===== src/verilog/t16cp_pkg.sv =====
// register map, field positions and reset values for the timer16 compare/prescaler block
package t16cp_pkg;
	localparam logic [7:0] ADDR_FLAGS_DATA = 8'h36;
	localparam logic [7:0] IO_OFFSET       = 8'h20;
	localparam logic [7:0] ADDR_FLAGS_IO   = 8'h16;
	localparam logic [7:0] ADDR_MASK       = 8'h6f;
	localparam logic [7:0] ADDR_CMP_A      = 8'h88;
	localparam logic [7:0] ADDR_CMP_B      = 8'h8a;
	localparam logic [7:0] ADDR_HIGH_STEP  = 8'h01;
	localparam logic [7:0] ADDR_FORCE      = 8'h82;
	localparam logic [7:0] ADDR_SYNC       = 8'h43;
	localparam logic [7:0] ADDR_CLKSEL     = 8'h81;
	localparam int BIT_CAPTURE  = 5;
	localparam int BIT_MATCH_B  = 2;
	localparam int BIT_MATCH_A  = 1;
	localparam int BIT_OVERFLOW = 0;
	localparam int BIT_FORCE_A  = 7;
	localparam int BIT_FORCE_B  = 6;
	localparam int BIT_SYNC_HOLD = 7;
	localparam int BIT_PSC_RESET = 0;
	localparam logic [7:0] IRQ_BITS_MASK = 8'h27;
	localparam logic [7:0] RESET_BYTE    = 8'h00;
	localparam logic [15:0] RESET_CMP    = 16'h0000;
	localparam logic [2:0] CS_STOP   = 3'h0;
	localparam logic [2:0] CS_DIRECT = 3'h1;
	localparam logic [2:0] CS_DIV8   = 3'h2;
	localparam logic [2:0] CS_DIV64  = 3'h3;
	localparam logic [2:0] CS_DIV256 = 3'h4;
	localparam logic [2:0] CS_DIV1K  = 3'h5;
	localparam logic [2:0] CS_EXT_FALL = 3'h6;
	localparam logic [2:0] CS_EXT_RISE = 3'h7;
	localparam int PSC_WIDTH = 10;
	localparam logic [9:0] TAP_8    = 10'h007;
	localparam logic [9:0] TAP_64   = 10'h03f;
	localparam logic [9:0] TAP_256  = 10'h0ff;
	localparam logic [9:0] TAP_1024 = 10'h3ff;
endpackage


===== src/verilog/t16cp_core.sv =====
// timer16 compare channels, interrupt mask/flags and shared prescaler
//Contract
// - channel A 16-bit value compared against counter continuously; match drives irq or pin.
// - channel B 16-bit value compared against counter continuously; match drives irq or pin.
// - 16-bit compare writes land both bytes at once via shared high-byte temp.
// - low byte decodes at base offset, high byte at base plus one.
// - capture irq requested only when mask bit 5, global enable and flag set.
// - compare-B irq only when mask bit 2, global enable and flag set.
// - compare-A irq only when mask bit 1, global enable and flag set.
// - overflow irq only when mask bit 0, global enable and flag set.
// - capture flag set by capture event, or by reaching TOP when capture is TOP.
// - flags clear on vector execution or writing one to the bit.
// - match flags set in timer tick following counter equal to compare value.
// - forced-compare strobes never set match flags.
// - overflow flag set on overflow in normal and clear-on-match modes; else mode-dependent.
// - flag register at data offset 0x36, and 0x16 for short io accesses.
// - one prescaler shared by both timers, each picks its own tap.
// - clock select 0x01 ticks timer every system clock.
// - prescaler taps divide by 8, 64, 256 and 1024.
// - prescaler free-runs regardless of clock select settings.
// - prescaler reset restarts period for every attached timer.
// - prescaler held reset while reset bit one; auto-clears unless sync hold set.
// - writing sync hold to zero clears the prescaler reset bit.
// - select 000 stops timer; 110/111 use external falling/rising edge ticks.
`timescale 1ns/1ps
module t16cp_core #(
	parameter int CNT_WIDTH = 16
) (
	input  wire logic        mclk_i,
	input  wire logic        rst_n_i,
	input  wire logic [7:0]  addr_i,
	input  wire logic        io_space_i,
	input  wire logic [7:0]  wdata_i,
	input  wire logic        wr_i,
	input  wire logic        rd_i,
	input  wire logic        global_irq_en_i,
	input  wire logic [15:0] timer16_count_i,
	input  wire logic        count_tick_i,
	input  wire logic        overflow_evt_i,
	input  wire logic        capture_evt_i,
	input  wire logic        capture_is_top_i,
	input  wire logic        top_reached_i,
	input  wire logic        wave_mode_ovf_i,
	input  wire logic        ext_rise_i,
	input  wire logic        ext_fall_i,
	input  wire logic [2:0]  other_clock_source_sel_i,
	input  wire logic [3:0]  vector_ack_i,
	output logic [7:0]       rdata_o,
	output logic [3:0]       irq_req_o,
	output logic             match_a_o,
	output logic             match_b_o,
	output logic             force_match_a_o,
	output logic             force_match_b_o,
	output logic             timer16_tick_o,
	output logic             other_tick_o,
	output logic [7:0]       timer16_irq_flags_o
);
	// elaboration guard: ports and compares are fixed at 16 bits
	if (CNT_WIDTH != 16) begin
		$error("t16cp_core serves only a 16-bit counter");
	end

	logic [7:0]  temp_high_q;
	logic [15:0] compare_a_value_q;
	logic [15:0] compare_b_value_q;
	logic [7:0]  timer16_irq_mask_q;
	logic [7:0]  timer16_irq_flags_q;
	logic [2:0]  clock_source_sel_q;
	logic        timer_sync_hold_q;
	logic        shared_prescaler_reset_q;
	logic [9:0]  psc_q;
	logic        eq_a_q;
	logic        eq_b_q;

	// io addresses sit 0x20 below the data-space ones
	function automatic logic hit(input logic [7:0] a, input logic io, input logic [7:0] base);
		hit = io ? (a == base - t16cp_pkg::IO_OFFSET) : (a == base);
	endfunction

	function automatic logic tap_tick(input logic [2:0] sel, input logic [9:0] psc,
		input logic rise, input logic fall);
		unique case (sel)
			t16cp_pkg::CS_STOP:     tap_tick = 1'b0;
			t16cp_pkg::CS_DIRECT:   tap_tick = 1'b1;
			t16cp_pkg::CS_DIV8:     tap_tick = (psc[2:0] == t16cp_pkg::TAP_8[2:0]);
			t16cp_pkg::CS_DIV64:    tap_tick = (psc[5:0] == t16cp_pkg::TAP_64[5:0]);
			t16cp_pkg::CS_DIV256:   tap_tick = (psc[7:0] == t16cp_pkg::TAP_256[7:0]);
			t16cp_pkg::CS_DIV1K:    tap_tick = (psc == t16cp_pkg::TAP_1024);
			t16cp_pkg::CS_EXT_FALL: tap_tick = fall;
			t16cp_pkg::CS_EXT_RISE: tap_tick = rise;
		endcase
	endfunction

	logic wr_flags, wr_mask, wr_a_lo, wr_a_hi, wr_b_lo, wr_b_hi, wr_force, wr_sync, wr_cs;
	always_comb begin
		wr_flags = wr_i && (io_space_i ? addr_i == t16cp_pkg::ADDR_FLAGS_IO
			: addr_i == t16cp_pkg::ADDR_FLAGS_DATA);
		wr_mask  = wr_i && !io_space_i && addr_i == t16cp_pkg::ADDR_MASK;
		wr_a_lo  = wr_i && !io_space_i && addr_i == t16cp_pkg::ADDR_CMP_A;
		wr_a_hi  = wr_i && !io_space_i &&
			addr_i == t16cp_pkg::ADDR_CMP_A + t16cp_pkg::ADDR_HIGH_STEP;
		wr_b_lo  = wr_i && !io_space_i && addr_i == t16cp_pkg::ADDR_CMP_B;
		wr_b_hi  = wr_i && !io_space_i &&
			addr_i == t16cp_pkg::ADDR_CMP_B + t16cp_pkg::ADDR_HIGH_STEP;
		wr_force = wr_i && !io_space_i && addr_i == t16cp_pkg::ADDR_FORCE;
		wr_sync  = wr_i && hit(addr_i, io_space_i, t16cp_pkg::ADDR_SYNC);
		wr_cs    = wr_i && !io_space_i && addr_i == t16cp_pkg::ADDR_CLKSEL;
	end

	// high byte parks in temp; low-byte write commits both
	always_ff @(posedge mclk_i) begin
		if (!rst_n_i) begin
			temp_high_q       <= t16cp_pkg::RESET_BYTE;
			compare_a_value_q <= t16cp_pkg::RESET_CMP;
			compare_b_value_q <= t16cp_pkg::RESET_CMP;
		end else begin
			if (wr_a_hi || wr_b_hi) temp_high_q <= wdata_i;
			if (wr_a_lo) compare_a_value_q <= {temp_high_q, wdata_i};
			if (wr_b_lo) compare_b_value_q <= {temp_high_q, wdata_i};
		end
	end

	always_ff @(posedge mclk_i) begin
		if (!rst_n_i) begin
			timer16_irq_mask_q <= t16cp_pkg::RESET_BYTE;
			clock_source_sel_q <= t16cp_pkg::CS_STOP;
		end else begin
			if (wr_mask) timer16_irq_mask_q <= wdata_i & t16cp_pkg::IRQ_BITS_MASK;
			if (wr_cs) clock_source_sel_q <= wdata_i[2:0];
		end
	end

	// equality remembered so the flag lands on the next timer tick
	always_ff @(posedge mclk_i) begin
		if (!rst_n_i) begin
			eq_a_q <= 1'b0;
			eq_b_q <= 1'b0;
		end else if (timer16_tick_o) begin
			eq_a_q <= (timer16_count_i == compare_a_value_q);
			eq_b_q <= (timer16_count_i == compare_b_value_q);
		end
	end

	logic [7:0] hw_set;
	always_comb begin
		hw_set = t16cp_pkg::RESET_BYTE;
		hw_set[t16cp_pkg::BIT_MATCH_A] = eq_a_q && timer16_tick_o;
		hw_set[t16cp_pkg::BIT_MATCH_B] = eq_b_q && timer16_tick_o;
		hw_set[t16cp_pkg::BIT_OVERFLOW] = overflow_evt_i && wave_mode_ovf_i;
		hw_set[t16cp_pkg::BIT_CAPTURE] = capture_is_top_i ? top_reached_i
			: capture_evt_i;
	end

	logic [7:0] sw_clr;
	always_comb begin
		sw_clr = (wr_flags ? wdata_i : t16cp_pkg::RESET_BYTE) & t16cp_pkg::IRQ_BITS_MASK;
		sw_clr[t16cp_pkg::BIT_CAPTURE]  = sw_clr[t16cp_pkg::BIT_CAPTURE] | vector_ack_i[3];
		sw_clr[t16cp_pkg::BIT_MATCH_B]  = sw_clr[t16cp_pkg::BIT_MATCH_B] | vector_ack_i[2];
		sw_clr[t16cp_pkg::BIT_MATCH_A]  = sw_clr[t16cp_pkg::BIT_MATCH_A] | vector_ack_i[1];
		sw_clr[t16cp_pkg::BIT_OVERFLOW] = sw_clr[t16cp_pkg::BIT_OVERFLOW] | vector_ack_i[0];
	end

	always_ff @(posedge mclk_i) begin
		if (!rst_n_i) timer16_irq_flags_q <= t16cp_pkg::RESET_BYTE;
		else timer16_irq_flags_q <= ((timer16_irq_flags_q & ~sw_clr) | hw_set)
			& t16cp_pkg::IRQ_BITS_MASK;
	end

	always_ff @(posedge mclk_i) begin
		if (!rst_n_i) timer16_irq_flags_o <= t16cp_pkg::RESET_BYTE;
		else timer16_irq_flags_o <= ((timer16_irq_flags_q & ~sw_clr) | hw_set)
			& t16cp_pkg::IRQ_BITS_MASK;
	end

	logic [7:0] req_next;
	always_comb begin
		req_next = ((timer16_irq_flags_q & ~sw_clr) | hw_set) & timer16_irq_mask_q
			& {8{global_irq_en_i}};
	end

	always_ff @(posedge mclk_i) begin
		if (!rst_n_i) irq_req_o <= 4'h0;
		else irq_req_o <= {req_next[t16cp_pkg::BIT_CAPTURE],
			req_next[t16cp_pkg::BIT_MATCH_B],
			req_next[t16cp_pkg::BIT_MATCH_A],
			req_next[t16cp_pkg::BIT_OVERFLOW]};
	end

	// match pulses to the waveform unit; strobes travel apart, never into flags
	always_ff @(posedge mclk_i) begin
		if (!rst_n_i) begin
			match_a_o       <= 1'b0;
			match_b_o       <= 1'b0;
			force_match_a_o <= 1'b0;
			force_match_b_o <= 1'b0;
		end else begin
			match_a_o       <= eq_a_q && timer16_tick_o;
			match_b_o       <= eq_b_q && timer16_tick_o;
			force_match_a_o <= wr_force && wdata_i[t16cp_pkg::BIT_FORCE_A];
			force_match_b_o <= wr_force && wdata_i[t16cp_pkg::BIT_FORCE_B];
		end
	end

	logic psc_reset_next;
	always_comb begin
		psc_reset_next = shared_prescaler_reset_q && timer_sync_hold_q;
		if (wr_sync) psc_reset_next = wdata_i[t16cp_pkg::BIT_PSC_RESET]
			&& wdata_i[t16cp_pkg::BIT_SYNC_HOLD];
		if (wr_sync && wdata_i[t16cp_pkg::BIT_PSC_RESET] && !wdata_i[t16cp_pkg::BIT_SYNC_HOLD])
			psc_reset_next = 1'b1;
	end

	always_ff @(posedge mclk_i) begin
		if (!rst_n_i) begin
			timer_sync_hold_q        <= 1'b0;
			shared_prescaler_reset_q <= 1'b0;
		end else begin
			if (wr_sync) timer_sync_hold_q <= wdata_i[t16cp_pkg::BIT_SYNC_HOLD];
			shared_prescaler_reset_q <= psc_reset_next;
		end
	end

	// free running: clock select never touches it, only the shared reset
	always_ff @(posedge mclk_i) begin
		if (!rst_n_i) psc_q <= '0;
		else if (shared_prescaler_reset_q) psc_q <= '0;
		else psc_q <= psc_q + 10'h001;
	end

	// ticks held off while the prescaler sits in reset, so synced timers halt
	always_ff @(posedge mclk_i) begin
		if (!rst_n_i) begin
			timer16_tick_o <= 1'b0;
			other_tick_o   <= 1'b0;
		end else begin
			timer16_tick_o <= !shared_prescaler_reset_q
				&& tap_tick(clock_source_sel_q, psc_q, ext_rise_i, ext_fall_i);
			other_tick_o   <= !shared_prescaler_reset_q
				&& tap_tick(other_clock_source_sel_i, psc_q, ext_rise_i, ext_fall_i);
		end
	end

	always_ff @(posedge mclk_i) begin
		if (!rst_n_i) rdata_o <= t16cp_pkg::RESET_BYTE;
		else if (!rd_i) rdata_o <= t16cp_pkg::RESET_BYTE;
		else if (io_space_i ? addr_i == t16cp_pkg::ADDR_FLAGS_IO
			: addr_i == t16cp_pkg::ADDR_FLAGS_DATA) rdata_o <= timer16_irq_flags_q;
		else if (!io_space_i && addr_i == t16cp_pkg::ADDR_MASK) rdata_o <= timer16_irq_mask_q;
		else if (!io_space_i && addr_i == t16cp_pkg::ADDR_CMP_A) rdata_o <= compare_a_value_q[7:0];
		else if (!io_space_i && addr_i == t16cp_pkg::ADDR_CMP_A + t16cp_pkg::ADDR_HIGH_STEP)
			rdata_o <= compare_a_value_q[15:8];
		else if (!io_space_i && addr_i == t16cp_pkg::ADDR_CMP_B) rdata_o <= compare_b_value_q[7:0];
		else if (!io_space_i && addr_i == t16cp_pkg::ADDR_CMP_B + t16cp_pkg::ADDR_HIGH_STEP)
			rdata_o <= compare_b_value_q[15:8];
		else if (hit(addr_i, io_space_i, t16cp_pkg::ADDR_SYNC))
			rdata_o <= {timer_sync_hold_q, 6'h00, shared_prescaler_reset_q};
		else if (!io_space_i && addr_i == t16cp_pkg::ADDR_CLKSEL)
			rdata_o <= {5'h00, clock_source_sel_q};
		else rdata_o <= t16cp_pkg::RESET_BYTE;
	end

	chk_irq_a_gate: assert property (@(posedge mclk_i) disable iff (!rst_n_i)
		irq_req_o[1] |-> $past(global_irq_en_i)) else $error("match A irq without global enable");
	chk_irq_ovf_gate: assert property (@(posedge mclk_i) disable iff (!rst_n_i)
		irq_req_o[0] |-> timer16_irq_mask_q[0] || $past(wr_mask)) else $error("ovf irq unmasked");
	chk_direct_tick: assert property (@(posedge mclk_i) disable iff (!rst_n_i)
		(clock_source_sel_q == t16cp_pkg::CS_DIRECT && !shared_prescaler_reset_q && !wr_cs)
		|=> timer16_tick_o) else $error("direct select missed a tick");
	chk_stop_notick: assert property (@(posedge mclk_i) disable iff (!rst_n_i)
		(clock_source_sel_q == t16cp_pkg::CS_STOP && !wr_cs) [*2] |=> !timer16_tick_o)
		else $error("stopped timer ticked");
	chk_psc_reset: assert property (@(posedge mclk_i) disable iff (!rst_n_i)
		shared_prescaler_reset_q |=> psc_q == '0) else $error("prescaler not restarted");
	chk_psc_autoclr: assert property (@(posedge mclk_i) disable iff (!rst_n_i)
		(shared_prescaler_reset_q && !timer_sync_hold_q && !wr_sync) |=> !shared_prescaler_reset_q)
		else $error("prescaler reset stuck");
	chk_set_wins: assert property (@(posedge mclk_i) disable iff (!rst_n_i)
		hw_set[t16cp_pkg::BIT_MATCH_A] |=> timer16_irq_flags_q[t16cp_pkg::BIT_MATCH_A])
		else $error("match A set lost");
	chk_w1c_clear: assert property (@(posedge mclk_i) disable iff (!rst_n_i)
		(sw_clr[t16cp_pkg::BIT_OVERFLOW] && !hw_set[t16cp_pkg::BIT_OVERFLOW])
		|=> !timer16_irq_flags_q[t16cp_pkg::BIT_OVERFLOW]) else $error("ovf not cleared");
	chk_reserved_zero: assert property (@(posedge mclk_i) disable iff (!rst_n_i)
		(timer16_irq_flags_q & ~t16cp_pkg::IRQ_BITS_MASK) == 8'h00)
		else $error("reserved flag bit set");
endmodule


===== config.mk =====
export PLATFORM = sky130hd
export DESIGN_NAME = t16cp_core
export DESIGN_NICKNAME = d
export VERILOG_FILES = /design/src/verilog/t16cp_pkg.sv /design/src/verilog/t16cp_core.sv
export SDC_FILE = /design/constraint.sdc
export NUM_CORES = 1
export LEC_CHECK = 0
export BUFFER_PORTS_ARGS = -buffer_cell sky130_fd_sc_hd__buf_4
export CAP_MARGIN = 20
export CORE_ASPECT_RATIO = 0.75
export CORE_MARGIN = 10
export CORE_UTILIZATION = 50
export CTS_CLUSTER_DIAMETER = 120
export DETAILED_ROUTE_END_ITERATION = 12
export PLACE_DENSITY = 0.81
export REMOVE_ABC_BUFFERS = 1
export SYNTH_ARGS = -nofsm -noshare
export SYNTH_HDL_FRONTEND = slang
export SYNTH_SLANG_ARGS = --single-unit
export TNS_END_PERCENT = 20

===== constraint.sdc =====
create_clock -name mclk_i -period 2.47 [get_ports mclk_i]
set_input_delay 0.494 -clock mclk_i [delete_from_list [all_inputs] [get_ports mclk_i]]
set_output_delay 0.494 -clock mclk_i [all_outputs]
set_load 0.01 [all_outputs]

==> metrics.cfg, run 1 <==
[setup_path]
critPathRequiredTime_ns=2.72
crit_path_frequent_cell=buf_4
cp-end-kind=flop
crit_chain=buf_4, or4b_1, nor3_4, and3_1, buf_4, mux2i_1, nor2b_1
crit_family=simple AND/OR/NAND/NOR gates
rrSetupSlack_ns=0.96
worst_r2r_path_depth=5
r2r_end=timer16_tick_o
endpoint=temp_high_q[2]
cpMaxStageDelayCell=or4b_1
startpoint=addr_i[5]
arrival_ns=2.38
reg2reg_from=psc_q[0]
max_stage_delay_ns=0.68
crit_buf_inv=2
worstSetupPathType=primary input to flop
cp_max_fo=7
cp.depth=7
crit_path_start_kind=primary input

[cts]
cts_tree=yes
clk_pin_slew_ns=0.08
clock_latency_ns=0.36
cts.sinks=83
cts-root-buf=clkbuf_8
cts_buffers=9
htree_levels=3
postCtsHoldBufs=0
cts_buffer_depth=2
cts_resized=0
cts_setup_buffers=0

[synth]
avgSynthCellArea_sq_um=8.92
synthCells=454
synth_area_leaders=dfxtp_1, xor2_1, mux2i_1
synth_area_sq_mm=0.00405
yosysMostFrequentCell=dfxtp_1
synth-main-ff-cell=dfxtp_1
synth_edf_count=0
yosysWarnings=0
async_reset_ff_frac=0
ys_seq_area_frac=0.410
netlist_top_cells_count=dfxtp_1, nand2_1, nand3_1
yosysTopAreaCellShare=0.410
synth_top_cell_by_area=dfxtp_1
yosysUniqueCellTypes=51
ys_ff_latch=83

[timing]
final-max-slew-violation-count=0
hold_viol=0
clock_skew_ns=0.0112
rsz0062_at_grt=no
fmax_ghz=0.470
period_minus_slack_ns=2.13
setup_violations=0
post-route-period-util=0.862
setup_ws_ns=0.341
holdWs_ns=0.311

[status]
status=finished, final reports clean

[placed_design]
dpl.hpwl_microns=8440
place.gp.congestion=0.926
io_buffers=73
pre_cts_ws_ns=0.0334

[floorplan]
dieArea_sq_mm=0.0121
fp.dieW_microns=124
initial_utilization=0.514
io_pins=79
die_h_microns=97.9
placementRows=28
core_area_sq_mm=0.00788

[route]
remaining_drc_errors=0
finalWirelength_microns=11100
vias=3587
wl_per_cell_microns=17.3
drt_iter0_markers=264
detail-route-antenna-nets=0
drtPass1Iterations=8
avgViaCountPerCell=5.60

[power]
power_density_mw_per_mm2=530
leakage_uw=0.00208
vdd.ir_drop.worst_uv=263

[global_routing]
grt_pass1_vias=3516
grt_pass1_wl_microns=17800
grt-ovfl-total=0
grt_usage=0.182
antenna_found_initial=0
grt_max_degree=39

[layout]
regArea_sq_mm=0.00166
area_delta_synth_final_pct=22.4
final_nets=587
drive_gt1_frac=0.224
fillerInstances=668
antenna_cells=0
multi_input_area_sq_mm=0.00224

[job]
drv_cap=0

[hold_path]
hold_depth=2
hold_class=primary input to flop

==> routing by layer <==
| layer | vias to the layer above | GRT usage | wire length (microns) |
|---|---|---|---|
| li1 | 1736 | - | - |
| met1 | 1703 | 0.237 | 4790 |
| met2 | 131 | 0.290 | 5250 |
| met3 | 17 | 0.0397 | 875 |
| met4 | 0 | 0.0645 | 204 |
| met5 | - | 0 | 0 |
==> cell families after synthesis <==
family          synth area share
simple gates               0.252
flops                      0.410
compound gates             0.125
xor+xnor                  0.0844
buf+inv                   0.0414
mux                       0.0807
fa+ha+maj                0.00618
other cells             0.000926
==> how the worst min path moves through the flow <==
stage,endpoint,slack [ns],from
final,other_tick_o,0.31,other_clock_source_sel_i[2]
after global routing,other_tick_o,0.31,other_clock_source_sel_i[2]
after CTS,other_tick_o,0.30,other_clock_source_sel_i[2]
after detailed placement,eq_a_q,0.45,eq_a_q
after global placement,eq_b_q,0.43,eq_b_q
after floorplan,eq_b_q,0.42,eq_b_q
==> sequential cells by signal (all words and copies together) (netlist names) <==
signal                    flops
timer_sync_hold_q             1
other_tick_o                  1
psc_q                        10
timer16_irq_mask_q            4
eq_a_q                        1
temp_high_q                   8
timer16_tick_o                1
force_match_a_o               1
clock_source_sel_q            3
compare_b_value_q            16
force_match_b_o               1
rdata_o                       8
match_b_o                     1
shared_prescaler_reset_q      1
timer16_irq_flags_o           4
irq_req_o                     4
compare_a_value_q            16
eq_b_q                        1
match_a_o                     1
==> metrics by stage <==
stage | power (uW) | cell area [sq um] | utilization | instances | setup TNS [ns]
2_1_floorplan | 1460 | 3930 | - | 430 | -10.93
3_3_place_gp | 1610 | 4750 | 0.603 | 626 | 0
3_5_place_dp | 1620 | 4750 | 0.603 | 626 | 0
4_1_cts | 2630 | 4960 | 0.629 | 641 | 0
5_1_grt | 2720 | 4960 | 0.629 | 641 | 0
6_report | 2630 | 4960 | 0.629 | 641 | 0
==> report_power, final <==
part / internal (uW) / switching [uW] / leakage, uW
registers: 1340 / 6.96 / 0.000670
logic: 110 / 126 / 0.00130
clock network: 563 / 476 / 0.000106
total: 2020 / 609 / 0.00208
==> cells in the final DEF (no fill, tap or decap), types with 3 or more instances in the layout <==
| cell | synthesis | layout |
|---|---|---|
| nor4_1 | 10 | 10 |
| buf_4 | 6 | 91 |
| conb_1 | 1 | 4 |
| inv_1 | 10 | 10 |
| xor2_1 | 36 | 36 |
| nand2_1 | 43 | 43 |
| nor2_1 | 21 | 21 |
| dfxtp_1 | 83 | 83 |
| o22ai_1 | 3 | 3 |
| and2_1 | 3 | 3 |
| a21boi_0 | 22 | 22 |
| clkbuf_8 | 0 | 9 |
| xnor2_1 | 3 | 3 |
| nor2b_1 | 28 | 28 |
| nor3_1 | 8 | 7 |
| o21ai_0 | 13 | 13 |
| nand4_1 | 3 | 3 |
| a31oi_1 | 4 | 4 |
| mux2_2 | 3 | 3 |
| a22oi_1 | 3 | 3 |
| nand3_1 | 41 | 41 |
| or4b_1 | 3 | 3 |
| nand2b_1 | 5 | 5 |
| and3_1 | 9 | 9 |
| a21oi_1 | 10 | 10 |
| mux2i_1 | 27 | 27 |
==> worst register-to-register path: stages, from the launching register on <==
cell and delay, ns:
dfxtp_1 0.39, ha_1 0.24, ha_1 0.19, a21oi_1 0.07, a311o_1 0.33, a21oi_1 0.20
==> cell type report <==
class,count,share of cell area
Sequential cell,83,0.335
Clock buffer,10,0.0258
Multi-Input combinational cell,337,0.451
Clock inverter,5,0.0159
Tap cell,105,0.0265
Inverter,10,0.00757
Timing Repair Buffer,91,0.138
No activity file was read; power rests on OpenSTA's default activity.
==> inputs of run 2 (changes only) <==
ABC_AREA = 1   (was unset)
SETUP_SLACK_MARGIN = 0.3   (was unset)
==> run 2 against run 1 <==
Effect of this change:
- clock skew shrank 0.0050 ns
- setup slack gained 0.33 ns
- cell count grew 16%
- routed wire length grew 11%
- maximum frequency grew 19%
- core utilization shrank 1.2 points
==> metrics.cfg, run 2 <==
[floorplan]
io_pins=79  ; unchanged
fp.dieW_microns=124  ; about the same
die_h_microns=97.9  ; about the same
placementRows=28  ; unchanged
dieArea_sq_mm=0.0121  ; about the same
initial_utilization=0.513  ; about the same
core_area_sq_mm=0.00788  ; unchanged

[route]
detail-route-antenna-nets=0  ; unchanged
remaining_drc_errors=0  ; unchanged
wl_per_cell_microns=16.6  ; -4.2%
avgViaCountPerCell=5.53  ; -1.1%
vias=4127  ; +15%
drtPass1Iterations=6  ; -2
finalWirelength_microns=12400  ; +11%
drt_iter0_markers=500  ; +89%

[synth]
synthCells=562  ; +24%
synth_edf_count=0  ; unchanged
netlist_top_cells_count=nand2_1, dfxtp_1, inv_1
yosysTopAreaCellShare=0.411  ; about the same
avgSynthCellArea_sq_um=7.20  ; -19%
synth_top_cell_by_area=dfxtp_1
synth_area_sq_mm=0.00405  ; about the same
ys_seq_area_frac=0.411  ; about the same
yosysMostFrequentCell=nand2_1
ys_ff_latch=83  ; unchanged
yosysWarnings=0  ; unchanged
async_reset_ff_frac=0  ; unchanged
synth-main-ff-cell=dfxtp_1
synth_area_leaders=dfxtp_1, nand2_1, a21oi_1
yosysUniqueCellTypes=41  ; -20%

[hold_path]
min_from=vector_ack_i[3]
hold_class=primary input to flop

[cts]
cts-root-buf=clkbuf_8
cts_buffer_depth=2  ; unchanged
cts_tree=yes
cts.sinks=83  ; unchanged
cts_resized=0  ; unchanged
htree_levels=3  ; unchanged
postCtsHoldBufs=0  ; unchanged
clk_pin_slew_ns=0.08  ; about the same
cts_setup_buffers=0  ; unchanged
clock_latency_ns=0.36  ; about the same
cts_buffers=9  ; unchanged

[setup_path]
rrSetupSlack_ns=0.68  ; -0.28 ns
crit_path_start_kind=flop
cp_max_fo=4  ; -3
r2r_end=other_tick_o
startpoint=psc_q[0]
worstSetupPathType=flop to flop
endpoint=other_tick_o
cp-end-kind=flop
worst_r2r_path_depth=9  ; +4
critPathRequiredTime_ns=2.78  ; +0.06 ns
arrival_ns=2.10  ; -0.28 ns
reg2reg_from=psc_q[0]

[layout]
reg_top3=compare_a_value_q x16, compare_b_value_q x16, psc_q x10
final_common_cell=nand2_1
final_nets=692  ; +18%
final_cell_mix=nand2_1, dfxtp_1, buf_4, inv_1, a21oi_1
area_delta_synth_final_pct=20.1
multi_input_area_sq_mm=0.00197  ; -12%
regArea_sq_mm=0.00166  ; unchanged
antenna_cells=0  ; unchanged
fillerInstances=724  ; +8.4%
drive_gt1_frac=0.192  ; -0.0320

[job]
drv_cap=0  ; unchanged

[placed_design]
dpl.hpwl_microns=9500  ; +13%
io_buffers=73  ; unchanged
place.gp.congestion=0.933  ; +0.77%
pre_cts_ws_ns=0.416  ; +0.383 ns

[timing]
clock_skew_ns=0.00617  ; -0.00500 ns
setup_violations=0  ; unchanged
final-max-slew-violation-count=0  ; unchanged
fmax_ghz=0.557  ; +19%
hold_viol=0  ; unchanged
period_minus_slack_ns=1.79  ; -0.334 ns
tightest_slew_ns=0.771
fin_setup_tns_ns=0  ; unchanged
post-route-period-util=0.727  ; -0.135
rsz0062_at_grt=no
slew_headroom=0.482
setup_ws_ns=0.675  ; +0.334 ns

[power]
power_density_mw_per_mm2=524  ; -1.0%
vdd.ir_drop.worst_uv=344  ; +31%
leakage_uw=0.00203  ; -2.1%

[global_routing]
grt_pass1_wl_microns=20000  ; +13%
grt-ovfl-total=0  ; unchanged
grt_max_degree=28  ; -28%
grt_pass1_vias=4072  ; +16%
grt_usage=0.205  ; +0.0229
antenna_found_initial=0  ; unchanged

[status]
status=finished, final reports clean

==> run 2: how the worst min path moves through the flow <==
stage	slack [ns]	end	cells after the start
finish	0.41	timer16_irq_flags_o[5]	4
floorplan	0.42	psc_q[0]	1
detailed placement	0.44	psc_q[0]	1
global route	0.41	timer16_irq_flags_o[5]	4
global placement	0.43	psc_q[0]	1
CTS	0.40	timer16_irq_flags_o[5]	4
==> run 2: final cells by class <==
type | instances | area share
clock buffers | 11 | 0.0270
clock inverters | 4 | 0.0106
inverters | 81 | 0.0626
multi-input cells | 383 | 0.406
flip-flops and latches | 83 | 0.342
well taps | 105 | 0.0270
repair buffers | 79 | 0.125
==> run 2: per-stage QoR <==
stage	hold slack, ns	total power (uW)	cells	cell area [sq um]	util
detailed placement	0.438	1620	731	4680	0.593
CTS	0.401	2560	746	4860	0.617
finish	0.411	2550	746	4860	0.617
global route	0.405	2640	746	4860	0.617
global placement	0.432	1610	731	4680	0.593
floorplan	0.418	1480	547	3940	-
==> run 2: logic make-up after synthesis <==
family	share of synthesized area
flip-flops	0.411
multiplexers	0.00247
AO/OA/AOI/OAI	0.202
other	0.000926
buffers and inverters	0.104
adder cells (fa/ha/maj)	0.00618
AND/OR/NAND/NOR	0.245
XOR/XNOR	0.0281
==> run 2: routing by layer <==
| metal | track usage | vias up | part of all wire | wire length, microns |
|---|---|---|---|---|
| li1 | - | 2010 | - | - |
| met4 | 0.0592 | 0 | 0.014 | 178 |
| met1 | 0.263 | 1904 | 0.42 | 5200 |
| met2 | 0.319 | 190 | 0.45 | 5590 |
| met5 | 0 | - | 0 | 0 |
| met3 | 0.0696 | 23 | 0.11 | 1420 |
==> run 2: report_power, final <==
part / internal [uW] / switching [uW]
Combinational: 102 / 143
Clock: 465 / 487
Sequential: 1350 / 5.95
Total: 1910 / 637
==> run 2: worst max-delay path: stages (launching register included) <==
cell	delay (ns)
dfxtp_1	0.36
ha_1	0.18
nand3_1	0.12
nor2_1	0.28
nand2_1	0.14
nor2_1	0.30
o211ai_1	0.17
nand4_1	0.10
nand2_1	0.05
inv_1	0.04
